==> src/logic/prtd_pkg.sv <==
// constants and carrier types for the raster function, texture and dump command logic
`default_nettype none
package prtd_pkg;
  // command opcodes, taken from bits 15:8 of the first word
  localparam logic [7:0] OP_SET_RASTER_FN = 8'h41;
  localparam logic [7:0] OP_TEX_OPAQUE = 8'h06;
  localparam logic [7:0] OP_TEX_TRANSP = 8'h07;
  localparam logic [7:0] OP_DUMP_REG = 8'h29;
  localparam int OPC_MSB = 15;
  localparam int OPC_LSB = 8;
  localparam int END_FLAG_BIT = 0;
  localparam int TEX_MODE_BIT = 8;
  localparam int ADDR_HI_BITS = 6;
  localparam int REG_ID_BITS = 9;
  localparam int REG_W = 22;
  localparam int NUM_REGS = 21;
  // register identifiers as seen by the dump command
  localparam logic [8:0] ID_POLL_MASK = 9'h003;
  localparam logic [8:0] ID_INT_MASK = 9'h004;
  localparam logic [8:0] ID_CTX_FIVE = 9'h007;
  localparam logic [8:0] ID_CTX_NINE = 9'h010;
  localparam logic [8:0] ID_CTX_TEN = 9'h011;
  localparam logic [8:0] ID_CTX_ELEVEN = 9'h012;
  localparam logic [8:0] ID_CTX_TWELVE = 9'h013;
  localparam logic [8:0] ID_CHAR_COUNT = 9'h015;
  localparam logic [8:0] ID_CTX_THIRTEEN = 9'h016;
  localparam logic [8:0] ID_CTX_FOURTEEN = 9'h01c;
  localparam logic [8:0] ID_CTX_SIXTEEN = 9'h090;
  localparam logic [8:0] ID_CTX_SEVENTEEN = 9'h091;
  localparam logic [8:0] ID_CTX_EIGHTEEN = 9'h096;
  localparam logic [8:0] ID_CTX_NINETEEN = 9'h097;
  localparam logic [8:0] ID_CTX_TWENTY = 9'h099;
  localparam logic [8:0] ID_CTX_TWENTYONE = 9'h09b;
  localparam logic [8:0] ID_CTX_TWENTYTWO = 9'h09c;
  localparam logic [8:0] ID_CTX_SIX = 9'h10b;
  localparam logic [8:0] ID_STACK_PTR = 9'h10c;
  localparam logic [8:0] ID_CTX_SEVEN = 9'h10d;
  localparam logic [8:0] ID_CTX_EIGHT = 9'h10f;
  // reset values of held state, and the dump address step
  localparam logic [15:0] RST_MASK = 16'hffff;
  localparam logic [3:0] RST_FCODE = 4'h5;
  localparam logic [15:0] RST_TEXTURE = 16'hffff;
  localparam logic [3:0] TEX_FIRST_IDX = 4'hf;
  localparam logic [21:0] DUMP_STEP = 22'h000002;
  // pixel source kinds
  typedef enum logic [1:0] {PK_GEOM, PK_CHAR, PK_BLIT} prtd_kind_t;
  // one pixel update request from the drawing engine
  typedef struct packed {
    prtd_kind_t kind;
    logic geom_start;
    logic font_bit;
    logic char_transp;
    logic [15:0] blit_src;
    logic [15:0] dst;
  } prtd_pix_req_t;
  // one memory word write of the dump command
  typedef struct packed {
    logic [21:0] addr;
    logic [15:0] data;
  } prtd_mem_wr_t;
endpackage : prtd_pkg
`default_nettype wire

==> src/logic/prtd_core.sv <==
// command interpreter for raster function, line texture and register dump
`default_nettype none
module prtd_core
  import prtd_pkg::*;
(
  input wire logic clk,
  input wire logic rst_n,
  // command word stream fetched from the list
  input wire logic cmd_valid,
  input wire logic [15:0] cmd_word,
  output logic cmd_ready,
  output logic list_end,
  // register load port from the rest of the engine
  input wire logic reg_wr_en,
  input wire logic [8:0] reg_wr_id,
  input wire logic [21:0] reg_wr_data,
  // colours from the colour definition logic
  input wire logic [15:0] fg_color,
  input wire logic [15:0] bg_color,
  // pixel update path
  input wire logic pix_valid,
  input wire prtd_pix_req_t pix_req,
  output logic pix_out_valid,
  output logic pix_out_write,
  output logic [15:0] pix_out_data,
  // dump memory write port
  output logic mem_wr_valid,
  output prtd_mem_wr_t mem_wr,
  input wire logic mem_wr_ready
);

  typedef enum {S_OP, S_MASK, S_FCODE, S_PAT, S_ALO, S_AHI, S_RID, S_WR1, S_WR2} prtd_state_t;

  // identifier to storage slot; slot NUM_REGS means unknown
  function automatic logic [4:0] id_slot(input logic [8:0] id);
    logic [4:0] s;
    s = 5'(NUM_REGS);
    if (id == ID_POLL_MASK) s = 5'd0;
    else if (id == ID_INT_MASK) s = 5'd1;
    else if (id == ID_CTX_FIVE) s = 5'd2;
    else if (id == ID_CTX_NINE) s = 5'd3;
    else if (id == ID_CTX_TEN) s = 5'd4;
    else if (id == ID_CTX_ELEVEN) s = 5'd5;
    else if (id == ID_CTX_TWELVE) s = 5'd6;
    else if (id == ID_CHAR_COUNT) s = 5'd7;
    else if (id == ID_CTX_THIRTEEN) s = 5'd8;
    else if (id == ID_CTX_FOURTEEN) s = 5'd9;
    else if (id == ID_CTX_SIXTEEN) s = 5'd10;
    else if (id == ID_CTX_SEVENTEEN) s = 5'd11;
    else if (id == ID_CTX_EIGHTEEN) s = 5'd12;
    else if (id == ID_CTX_NINETEEN) s = 5'd13;
    else if (id == ID_CTX_TWENTY) s = 5'd14;
    else if (id == ID_CTX_TWENTYONE) s = 5'd15;
    else if (id == ID_CTX_TWENTYTWO) s = 5'd16;
    else if (id == ID_CTX_SIX) s = 5'd17;
    else if (id == ID_STACK_PTR) s = 5'd18;
    else if (id == ID_CTX_SEVEN) s = 5'd19;
    else if (id == ID_CTX_EIGHT) s = 5'd20;
    return s;
  endfunction : id_slot

  // mask of the bits a register really holds
  function automatic logic [21:0] id_bits(input logic [8:0] id);
    logic [21:0] m;
    m = 22'h00ffff;
    if (id == ID_POLL_MASK) m = 22'h00003f;
    else if (id == ID_INT_MASK) m = 22'h0000ff;
    else if (id == ID_CTX_FIVE || id == ID_CTX_FOURTEEN) m = 22'h00000f;
    else if (id == ID_STACK_PTR) m = 22'h3fffff;
    else if (id == ID_CTX_SIX || id == ID_CTX_SEVEN || id == ID_CTX_EIGHT) m = 22'h1fffff;
    else if (id_slot(id) == 5'(NUM_REGS)) m = 22'h000000;
    return m;
  endfunction : id_bits

  // command state
  prtd_state_t state_q, state_d;
  logic [15:0] mask_q;
  logic [3:0] fcode_q;
  logic [15:0] texture_q;
  logic tex_transp_q;
  logic end_flag_q;
  logic [15:0] addr_lo_q;
  logic [21:0] dump_val_q;
  logic dump_wide_q;
  logic [21:0] regs_q [0:NUM_REGS-1];
  logic cmd_ready_q, list_end_q;
  logic mem_wr_valid_q;
  prtd_mem_wr_t mem_wr_q;

  wire logic take = cmd_valid && cmd_ready_q;
  wire logic [7:0] opcode = cmd_word[OPC_MSB:OPC_LSB];
  wire logic mem_done = mem_wr_valid_q && mem_wr_ready;

  // dump value lookup for the identifier word being taken
  wire logic [8:0] rid = cmd_word[REG_ID_BITS-1:0];
  wire logic [4:0] rslot = id_slot(rid);
  wire logic [21:0] rraw = (rslot == 5'(NUM_REGS)) ? 22'h000000 : regs_q[rslot];
  wire logic [21:0] rbits = id_bits(rid);
  wire logic [21:0] rmasked = rraw & rbits;
  wire logic [21:0] rval = (rid == ID_CTX_FIVE) ?
                           {12'h000, rmasked[3:2], 6'h00, rmasked[1:0]} : rmasked;
  // wide when bits above sixteen exist
  wire logic rwide = |rbits[21:16];

  // next state of the command sequencer
  always_comb begin
    state_d = state_q;
    case (state_q)
      S_OP: begin
        if (take) begin
          if (opcode == OP_SET_RASTER_FN) state_d = S_MASK;
          else if (opcode == OP_TEX_OPAQUE || opcode == OP_TEX_TRANSP) state_d = S_PAT;
          else if (opcode == OP_DUMP_REG) state_d = S_ALO;
        end
      end
      S_MASK: if (take) state_d = S_FCODE;
      S_FCODE: if (take) state_d = S_OP;
      S_PAT: if (take) state_d = S_OP;
      S_ALO: if (take) state_d = S_AHI;
      S_AHI: if (take) state_d = S_RID;
      S_RID: if (take) state_d = S_WR1;
      S_WR1: if (mem_done) state_d = dump_wide_q ? S_WR2 : S_OP;
      S_WR2: if (mem_done) state_d = S_OP;
      default: state_d = S_OP;
    endcase
  end

  // a command is finished when its last word is taken or its last write lands
  wire logic single_done = take && state_q == S_OP && state_d == S_OP;
  wire logic cmd_done = single_done || (take && (state_q == S_FCODE || state_q == S_PAT)) ||
                        (mem_done && state_d == S_OP);
  wire logic done_end = single_done ? cmd_word[END_FLAG_BIT] : end_flag_q;

  // sequencer and handshake registers
  always_ff @(posedge clk or negedge rst_n) begin
    if (!rst_n) begin
      state_q <= S_OP;
      cmd_ready_q <= 1'b0;
      list_end_q <= 1'b0;
      end_flag_q <= 1'b0;
    end else begin
      state_q <= state_d;
      // ready is withheld while the dump writes are pending
      cmd_ready_q <= !(state_d == S_WR1 || state_d == S_WR2);
      list_end_q <= cmd_done && done_end;
      if (take && state_q == S_OP) end_flag_q <= cmd_word[END_FLAG_BIT];
    end
  end

  // raster function and texture settings
  always_ff @(posedge clk or negedge rst_n) begin
    if (!rst_n) begin
      mask_q <= RST_MASK;
      fcode_q <= RST_FCODE;
      texture_q <= RST_TEXTURE;
      tex_transp_q <= 1'b0;
    end else begin
      if (take && state_q == S_MASK) mask_q <= cmd_word;
      // only the low nibble is the code
      if (take && state_q == S_FCODE) fcode_q <= cmd_word[3:0];
      if (take && state_q == S_OP && (opcode == OP_TEX_OPAQUE || opcode == OP_TEX_TRANSP))
        tex_transp_q <= cmd_word[TEX_MODE_BIT];
      if (take && state_q == S_PAT) texture_q <= cmd_word;
    end
  end

  // dump address, value capture and the memory write port
  always_ff @(posedge clk or negedge rst_n) begin
    if (!rst_n) begin
      addr_lo_q <= 16'h0000;
      dump_val_q <= 22'h000000;
      dump_wide_q <= 1'b0;
      mem_wr_valid_q <= 1'b0;
      mem_wr_q <= '0;
    end else begin
      if (take && state_q == S_ALO) addr_lo_q <= cmd_word;
      if (take && state_q == S_AHI) mem_wr_q.addr <= {cmd_word[ADDR_HI_BITS-1:0], addr_lo_q};
      // first word goes out once the identifier is known
      if (take && state_q == S_RID) begin
        dump_val_q <= rval;
        dump_wide_q <= rwide;
        // low word, right-justified except the ID_CTX_FIVE pairs at 9:8 and 1:0, unused bits zero
        mem_wr_q.data <= rval[15:0];
        mem_wr_valid_q <= 1'b1;
      end else if (mem_done && state_q == S_WR1 && dump_wide_q) begin
        // remaining bits in the next word
        mem_wr_q.addr <= mem_wr_q.addr + DUMP_STEP;
        mem_wr_q.data <= {10'h000, dump_val_q[21:16]};
      end else if (mem_done) begin
        mem_wr_valid_q <= 1'b0;
      end
    end
  end

  // register storage, loaded by the engine, trimmed to each register's width
  always_ff @(posedge clk or negedge rst_n) begin
    if (!rst_n) begin
      for (int i = 0; i < NUM_REGS; i++) regs_q[i] <= 22'h000000;
    end else if (reg_wr_en && id_slot(reg_wr_id) != 5'(NUM_REGS)) begin
      regs_q[id_slot(reg_wr_id)] <= reg_wr_data & id_bits(reg_wr_id);
    end
  end

  // texture bit pointer: a start request restarts at the msb
  logic [3:0] tex_idx_q;
  wire logic geom_pix = pix_valid && pix_req.kind == PK_GEOM;
  wire logic [3:0] tex_idx_use = pix_req.geom_start ? TEX_FIRST_IDX : tex_idx_q;
  wire logic tex_bit = texture_q[tex_idx_use];

  always_ff @(posedge clk or negedge rst_n) begin
    if (!rst_n) tex_idx_q <= TEX_FIRST_IDX;
    else if (geom_pix) tex_idx_q <= tex_idx_use - 4'h1;
  end

  wire logic pat_bit = (pix_req.kind == PK_GEOM) ? tex_bit : pix_req.font_bit;
  wire logic pat_transp = (pix_req.kind == PK_GEOM) ? tex_transp_q : pix_req.char_transp;
  // foreground for one bits, background for opaque zero bits
  wire logic [15:0] src = (pix_req.kind == PK_BLIT) ? pix_req.blit_src :
                          (pat_bit ? fg_color : bg_color);
  wire logic skip = pix_req.kind != PK_BLIT && pat_transp && !pat_bit;

  // truth-table lookup, msb is dest 0 source 0
  function automatic logic rop_bit(input logic [3:0] fc, input logic d, input logic s);
    return fc[~{d, s}];
  endfunction : rop_bit

  // per-bit function against the stored destination
  logic [15:0] rop_res;
  always_comb begin
    rop_res = 16'h0000;
    for (int b = 0; b < 16; b++) rop_res[b] = rop_bit(fcode_q, pix_req.dst[b], src[b]);
  end
  wire logic [15:0] pix_new = (rop_res & mask_q) | (pix_req.dst & ~mask_q);
  // reference result as a sum of products, kept apart from the lookup so checks compare two forms
  wire logic [15:0] rop_ref = ({16{fcode_q[3]}} & ~pix_req.dst & ~src) |
                              ({16{fcode_q[2]}} & ~pix_req.dst & src) |
                              ({16{fcode_q[1]}} & pix_req.dst & ~src) |
                              ({16{fcode_q[0]}} & pix_req.dst & src);

  // registered pixel result; a skipped pixel returns its old value with write low
  always_ff @(posedge clk or negedge rst_n) begin
    if (!rst_n) begin
      pix_out_valid <= 1'b0;
      pix_out_write <= 1'b0;
      pix_out_data <= 16'h0000;
    end else begin
      pix_out_valid <= pix_valid;
      pix_out_write <= pix_valid && !skip;
      pix_out_data <= skip ? pix_req.dst : pix_new;
    end
  end

  assign cmd_ready = cmd_ready_q;
  assign list_end = list_end_q;
  assign mem_wr_valid = mem_wr_valid_q;
  assign mem_wr = mem_wr_q;
endmodule : prtd_core
`default_nettype wire

==> config.mk <==
export PLATFORM = sky130hd
export DESIGN_NAME = prtd_core
export DESIGN_NICKNAME = d
export VERILOG_FILES = /design/src/logic/prtd_pkg.sv /design/src/logic/prtd_core.sv
export SDC_FILE = /design/constraint.sdc
export NUM_CORES = 1
export LEC_CHECK = 0
export BUFFER_PORTS_ARGS = -buffer_cell sky130_fd_sc_hd__buf_2
export CAP_MARGIN = 0
export CORE_ASPECT_RATIO = 1.25
export CORE_MARGIN = 4
export CORE_UTILIZATION = 67
export CTS_BUF_LIST = sky130_fd_sc_hd__clkbuf_8
export DETAILED_ROUTE_END_ITERATION = 6
export PLACE_DENSITY = 0.87
export SLEW_MARGIN = 20
export SYNTH_ARGS = -nofsm -noshare
export SYNTH_HDL_FRONTEND = slang
export SYNTH_SLANG_ARGS = --single-unit
==> constraint.sdc <==
create_clock -name clk -period 8.2 [get_ports clk]
set_input_delay 1.23 -clock clk [delete_from_list [all_inputs] [get_ports clk]]
set_output_delay 1.23 -clock clk [all_outputs]
set_load 0.005 [all_outputs]
== Word level (Yosys, flattened, before mapping) ==
Cells that the tools add are included.

* Bits in registers: 634
* Input bits: 122
* Output and inout bits: 59
* Logic and storage cells: 368

* Add/sub/neg operators: 2
* $lt $le $gt $ge: 20
* Eq/ne operators: 70
* Muxes and demuxes: 168
* Bitwise logic cells: 24
* Reductions and logical operators: 45

{| class="wikitable"
|+ Operators with widths
! kind !! number
|-
| $bwmux 462 || 1
|-
| $mux 5 || 74
|-
| $mux 22 || 16
|-
| $mux 32 || 11
|-
| $pmux 32 s8 || 1
|-
| $eq 32x3->1 const B || 6
|-
| $eq 32x4->1 const B || 6
|-
| $eq 9x5->1 const B || 14
|-
| $eq 9x8->1 const B || 14
|-
| $bmux 22 s5 || 1
|-
| $demux 22 s5 || 1
|-
| $eq 32x2->1 const B || 3
|-
| $logic_not 32->1 || 3
|-
| $mux 16 || 6
|-
| $eq 9x9->1 const B || 8
|-
| $lt 2x3->1 const B || 16
|-
| $and 22x22->22 || 2
|-
| $mux 21 || 2
|-
| $mux 38 || 1
|-
| $eq 9x3->1 const B || 4
|-
| $and 16x16->16 || 2
|-
| $bmux 1 s2 || 16
|-
| $eq 32x1->1 const B || 1
|-
| $eq 32x5->1 const B || 1
|-
| other kinds (29) || 119
|}

== Logic depth before layout (Yosys ltp) ==
* Depth after elaboration: 35
* Depth in mapped cells: 15
* Depth with buffers taken out: 9

== Worst setup path before layout ==
Ideal clock, no wire load.

* Path type: input -> register
* Start point: input cmd_word[6]
* End point: register mem_wr_q (netlist bit mem_wr[5])
* Setup time: 0.148 ns
* Arrival time: 3.770 ns
* Data required time: 8.052 ns
* Slack: 4.282 ns
* Stages on the path: 12
* Buffers on the path: 3
* Path through: buf_2 > or4b_4 > buf_6 > or3_4 > o2111a_2 > buf_6 > nand2_2 > nand3_1 > and3_1 > or4_1 > o31ai_1 > o21ai_1

* Longest elaborated chain between the ends: 34
* Elaborated cells on any way between the ends: 82
* Classes of those cells: eq/ne (23); mux (54); bitwise (2); reduce/logical (3)

{| class="wikitable"
|+ Ends and longest elaborated chain
! item !! line !! RTL
|-
| start: declaration || prtd_core.sv:10 || <nowiki>input wire logic [15:0] cmd_word,</nowiki>
|-
| $eq 9x9->1 || prtd_core.sv:58, prtd_core.sv:70 ||
|-
| $mux 1 || prtd_core.sv:58 || <nowiki>else if (id == ID_CTX_EIGHT) s = 5'd20;</nowiki>
|-
| $mux 3 || prtd_core.sv:57 || <nowiki>else if (id == ID_CTX_SEVEN) s = 5'd19;</nowiki>
|-
| $mux 5 || prtd_core.sv:55 || <nowiki>else if (id == ID_CTX_SIX) s = 5'd17;</nowiki>
|-
| $mux 5 || prtd_core.sv:54 || <nowiki>else if (id == ID_CTX_TWENTYTWO) s = 5'd16;</nowiki>
|-
| $mux 5 || prtd_core.sv:53 || <nowiki>else if (id == ID_CTX_TWENTYONE) s = 5'd15;</nowiki>
|-
| $mux 5 || prtd_core.sv:52 || <nowiki>else if (id == ID_CTX_TWENTY) s = 5'd14;</nowiki>
|-
| $mux 5 || prtd_core.sv:51 || <nowiki>else if (id == ID_CTX_NINETEEN) s = 5'd13;</nowiki>
|-
| [... 18 more ...] || n/a ||
|-
| $mux 21 || prtd_core.sv:70 || <nowiki>else if (id == ID_CTX_SIX || id == ID_CTX_SEVEN || id == ID_CTX_EIGHT) m = 22'h1fffff;</nowiki>
|-
| $mux 22 || prtd_core.sv:69 || <nowiki>else if (id == ID_STACK_PTR) m = 22'h3fffff;</nowiki>
|-
| $mux 22 || prtd_core.sv:68 || <nowiki>else if (id == ID_CTX_FIVE || id == ID_CTX_FOURTEEN) m = 22'h00000f;</nowiki>
|-
| $mux 22 || prtd_core.sv:67 || <nowiki>else if (id == ID_INT_MASK) m = 22'h0000ff;</nowiki>
|-
| $mux 22 || prtd_core.sv:66 || <nowiki>if (id == ID_POLL_MASK) m = 22'h00003f;</nowiki>
|-
| $and 22x22->22 || prtd_core.sv:99 || <nowiki>wire logic [21:0] rmasked = rraw & rbits;</nowiki>
|-
| $mux 22 * || prtd_core.sv:100 || <nowiki>wire logic [21:0] rval = (rid == ID_CTX_FIVE) ?</nowiki>
|-
| $mux 16 * || prtd_core.sv:179 || <nowiki>if (take && state_q == S_RID) begin</nowiki>
|-
| end: declaration || prtd_core.sv:88 || <nowiki>prtd_mem_wr_t mem_wr_q;</nowiki>
|}

Every way passes the cells marked *; elsewhere a longest branch is shown, timed or not. The select of a mux whose other input is x is not followed.
A chain may end at the register's enable or synchronous reset.

== Worst setup path after layout ==
* Start point: input cmd_word[1]
* End point: register mem_wr_q (netlist bit mem_wr[2])

Same word-level chain as after synthesis.

==> impl_results.md <==
* Die area at 0.0409 mm²
* Setup TNS at 0 ps
* Final Hold Vio Count at 0
* Port Buffers at 180
* Top cell type's share of synthesized area at 0.487
* Vias per inst at 6.59
* Main flop type after synthesis: dfrtp_1
* Sink Count at 530
* Cts hold-fix bufs at 0
* Top cells by area in the synthesized netlist: dfrtp_1 (49%), nand2_1 (9.6%), mux2_2 (6.1%)
* Critical path, cell by cell: buf_2 -> nor3b_1 -> a41oi_1 -> nand3_2 -> buf_4 -> nor2_1 -> a221oi_1 -> nor4_2 -> or4b_1 -> o21ai_0
* DR iter-0 viols at 2633
* Final instance area at 0.0280 mm²
* Unrepaired setup endpoints after global routing: no
* Global Route Usage Sum at 0.361
* CTS Root Cell: clkbuf_8
* Num rows at 79
* Die height at 225 µm
* Nets at 2912
* Worst Setup Start Kind: primary input
* Post-CTS setup buffer count at 0
* # IOs at 181
* Initial core utilization at 0.679
* Clock Latency Late Sink at between 600 and 700 ps
* Slowest cell on crit path: nor2_1
* Worst-margin pin slew at 1270 ps
* Max IR drop VDD at 162 µV
* Clk slew on worst S/H paths at 70 ps
* Post-Route WL at 74500 µm
* Synth-to-layout area growth at 10.9%
* Post-Synthesis Cell Area at 0.0253 mm²
* Final setup violation count at 0
* Lkg Pwr at 13.0 nW
* Post-route ant nets at 0
* Max Freq at 0.208 GHz
* Post-Synthesis Cells at 2671
* Critical Path End Type: flip-flop
* Period minus WS final at 4810 ps
* Max-slew violation count at 0
* Die X at about 180 µm
* Total CTS buffers at 82
* CP required at 8740 ps
* Max Buffers Root-to-Sink at 3
* DPL Wire Length at approximately 48000 µm
* H-tree depth at 3
* # fillers at 2521
* Slowest stage delay, CP at around 740 ps
* Normalized max-slew margin at 0.155
* Routed WL per cell at 22.4 µm
* Share of layout cells above drive strength 1 at 0.189
* Seq/Total Area, Yosys at 0.526
* EDFF count, synth at 0
* Setup Skew at 26.4 ps
* Number of max-cap violations at 0
* Tcrit/Tclk final at 0.587
* Pwr dens at 186 mW/mm²
* Post-cts sizing count at 0
* Drt pass-1 iters at 6
* First-pass GRT wire length at 118000 µm
* CORE AREA at 0.0373 mm²
* Post-synth top area cell: dfrtp_1
* Post-DP Area at about 0.026 mm²
* DRC viols at 0
* Antenna violations before repair at 0
* Via count of the first global-routing pass at about 22000
* Crit path DAT at between 5000 and 6000 ps
* Flops & latches, synth at 530
* Via count at 22000
* Crit Path Class: in2reg
* Worst hold path class: reg2reg
* Ys async rst share at 1.00
* RD Place Congestion at 0.937
* Maximum number of pins on one net before global-route repair at 159
* GR Overflow Total at 0
* Outcome: complete, no violations
* CTS tree: built
* ANT cells at 0
* Yosys cell types at 83
* Syn Area/Cell at around 9.5 µm²
* Synth warn at 0
* Max FO, Critical Path at 53
-- stage by stage --
stage               power, W  std cells   util  hold slack, ps  setup WS [ps]
floorplan            0.00287       2698      -             442           4280
global placement     0.00300       3189  0.707             445           3150
detailed placement   0.00301       3189  0.707             464           2950
CTS                  0.00523       3332  0.752             483           3560
global route         0.00539       3333  0.753             497           3200
finish               0.00522       3333  0.753             479           3390
-- cell usage after synthesis, types with 4 or more instances --
cell type	count
a311oi_1	6
o2bb2ai_1	4
buf_4	7
o21ai_0	305
o31ai_1	5
nand2b_1	11
nand4_1	12
nor3_1	27
a211oi_1	15
buf_6	6
a31oi_1	59
nor4_1	23
and3_1	56
a22o_1	6
a211o_1	4
or3_1	9
nand3b_1	4
buf_2	36
or4_1	5
and4_1	4
nand3_1	84
buf_1	9
a221oi_1	34
and2_1	76
clkbuf_1	156
a21oi_1	64
dfstp_2	38
inv_1	15
mux2i_1	72
o211ai_1	11
dfrtp_1	492
nor2b_1	25
a221o_1	7
a21o_1	4
o22ai_1	20
nor2_1	81
mux2_2	136
a41oi_1	18
nand2_1	650
-- placed cells by master, fill, tap and decap left out, drive strengths merged, types with 7 or more instances in the layout --
cell and instances:
nand2b 11, inv 46, mux2i 72, nand4 12, or3 10, dfstp 38
mux2 136, nor3 27, nor4 25, nor2b 25, conb 28, and2 76
o22ai 20, buf 220, a41oi 18, a221o 7, a221oi 34, clkbuf 99
a21oi 65, nand3 84, o211ai 12, nand2 652, o21ai 308, nor2 82
a31oi 59, and3 56, a211oi 15, dfrtp 492
-- where the power goes --
part | switching (W) | internal, W | total (W) | leakage [nW]
clock network | 0.00103 | 0.00122 | 0.00225 | 0.952
registers | 0.0000178 | 0.00264 | 0.00266 | 7.14
logic | 0.000208 | 0.000103 | 0.000310 | 4.87
total | 0.00125 | 0.00396 | 0.00522 | 13.0
-- state kept, by name (all words and copies together) (netlist names), 6 cells and up --
register	cells
regs_q	374
mem_wr	38
state_q	32
addr_lo_q	16
mask_q	16
pix_out_data	16
texture_q	16
dump_val_q	6
-- per-layer routing --
layer  up-vias  track usage  part of all wire
li1       9540            -                 -
met1     10600        0.439              0.35
met2      1407        0.592              0.48
met3       387       0.0672             0.092
met4         0        0.244             0.077
met5         -            0                 0
-- critical path: cells and delay by family --
family | cells | cell delay, ps
simple gates | 5 | 2420
compound gates | 3 | 660
buf+inv | 2 | 990
-- logic make-up after synthesis --
logic type,share of synthesized area
flip-flops,0.526
XOR/XNOR,0.00208
multiplexers,0.0917
adder cells (fa/ha/maj),0.000989
other,0.000148
buffers and inverters,0.0386
AO/OA/AOI/OAI,0.142
AND/OR/NAND/NOR,0.198
-- final cells by class --
cell class / count / area (µm²) / share of cell area
multi-input combinational: 1939 / 11200 / 0.398
clock inverter: 44 / 302 / 0.0108
timing repair buffer: 220 / 1240 / 0.0443
inverter: 15 / 56.3 / 0.00201
tap: 486 / 608 / 0.0217
clock buffer: 99 / 1360 / 0.0486
sequential: 530 / 13300 / 0.475
-- worst paths after layout --
check                                         start                    endpoint  slack, ps  depth (start not counted)
min in group asynchronous                     rst_n       state_q[28]$_DFF_PN0_        660                          1
hold / removal              regs_q[271]$_DFFE_PN0P_     regs_q[271]$_DFFE_PN0P_        480                          2
setup reg to reg           tex_idx_q[0]$_DFFE_PN1P_  pix_out_data[13]$_DFF_PN0_       4130                          9
hold reg to reg             regs_q[271]$_DFFE_PN0P_     regs_q[271]$_DFFE_PN0P_        480                          2
max in group asynchronous                     rst_n      fcode_q[1]$_DFFE_PN0P_       5550                          3
setup / recovery                        cmd_word[1]       mem_wr[2]$_DFFE_PN0P_       3390                         10
Power figures use the tool's default switching activity.
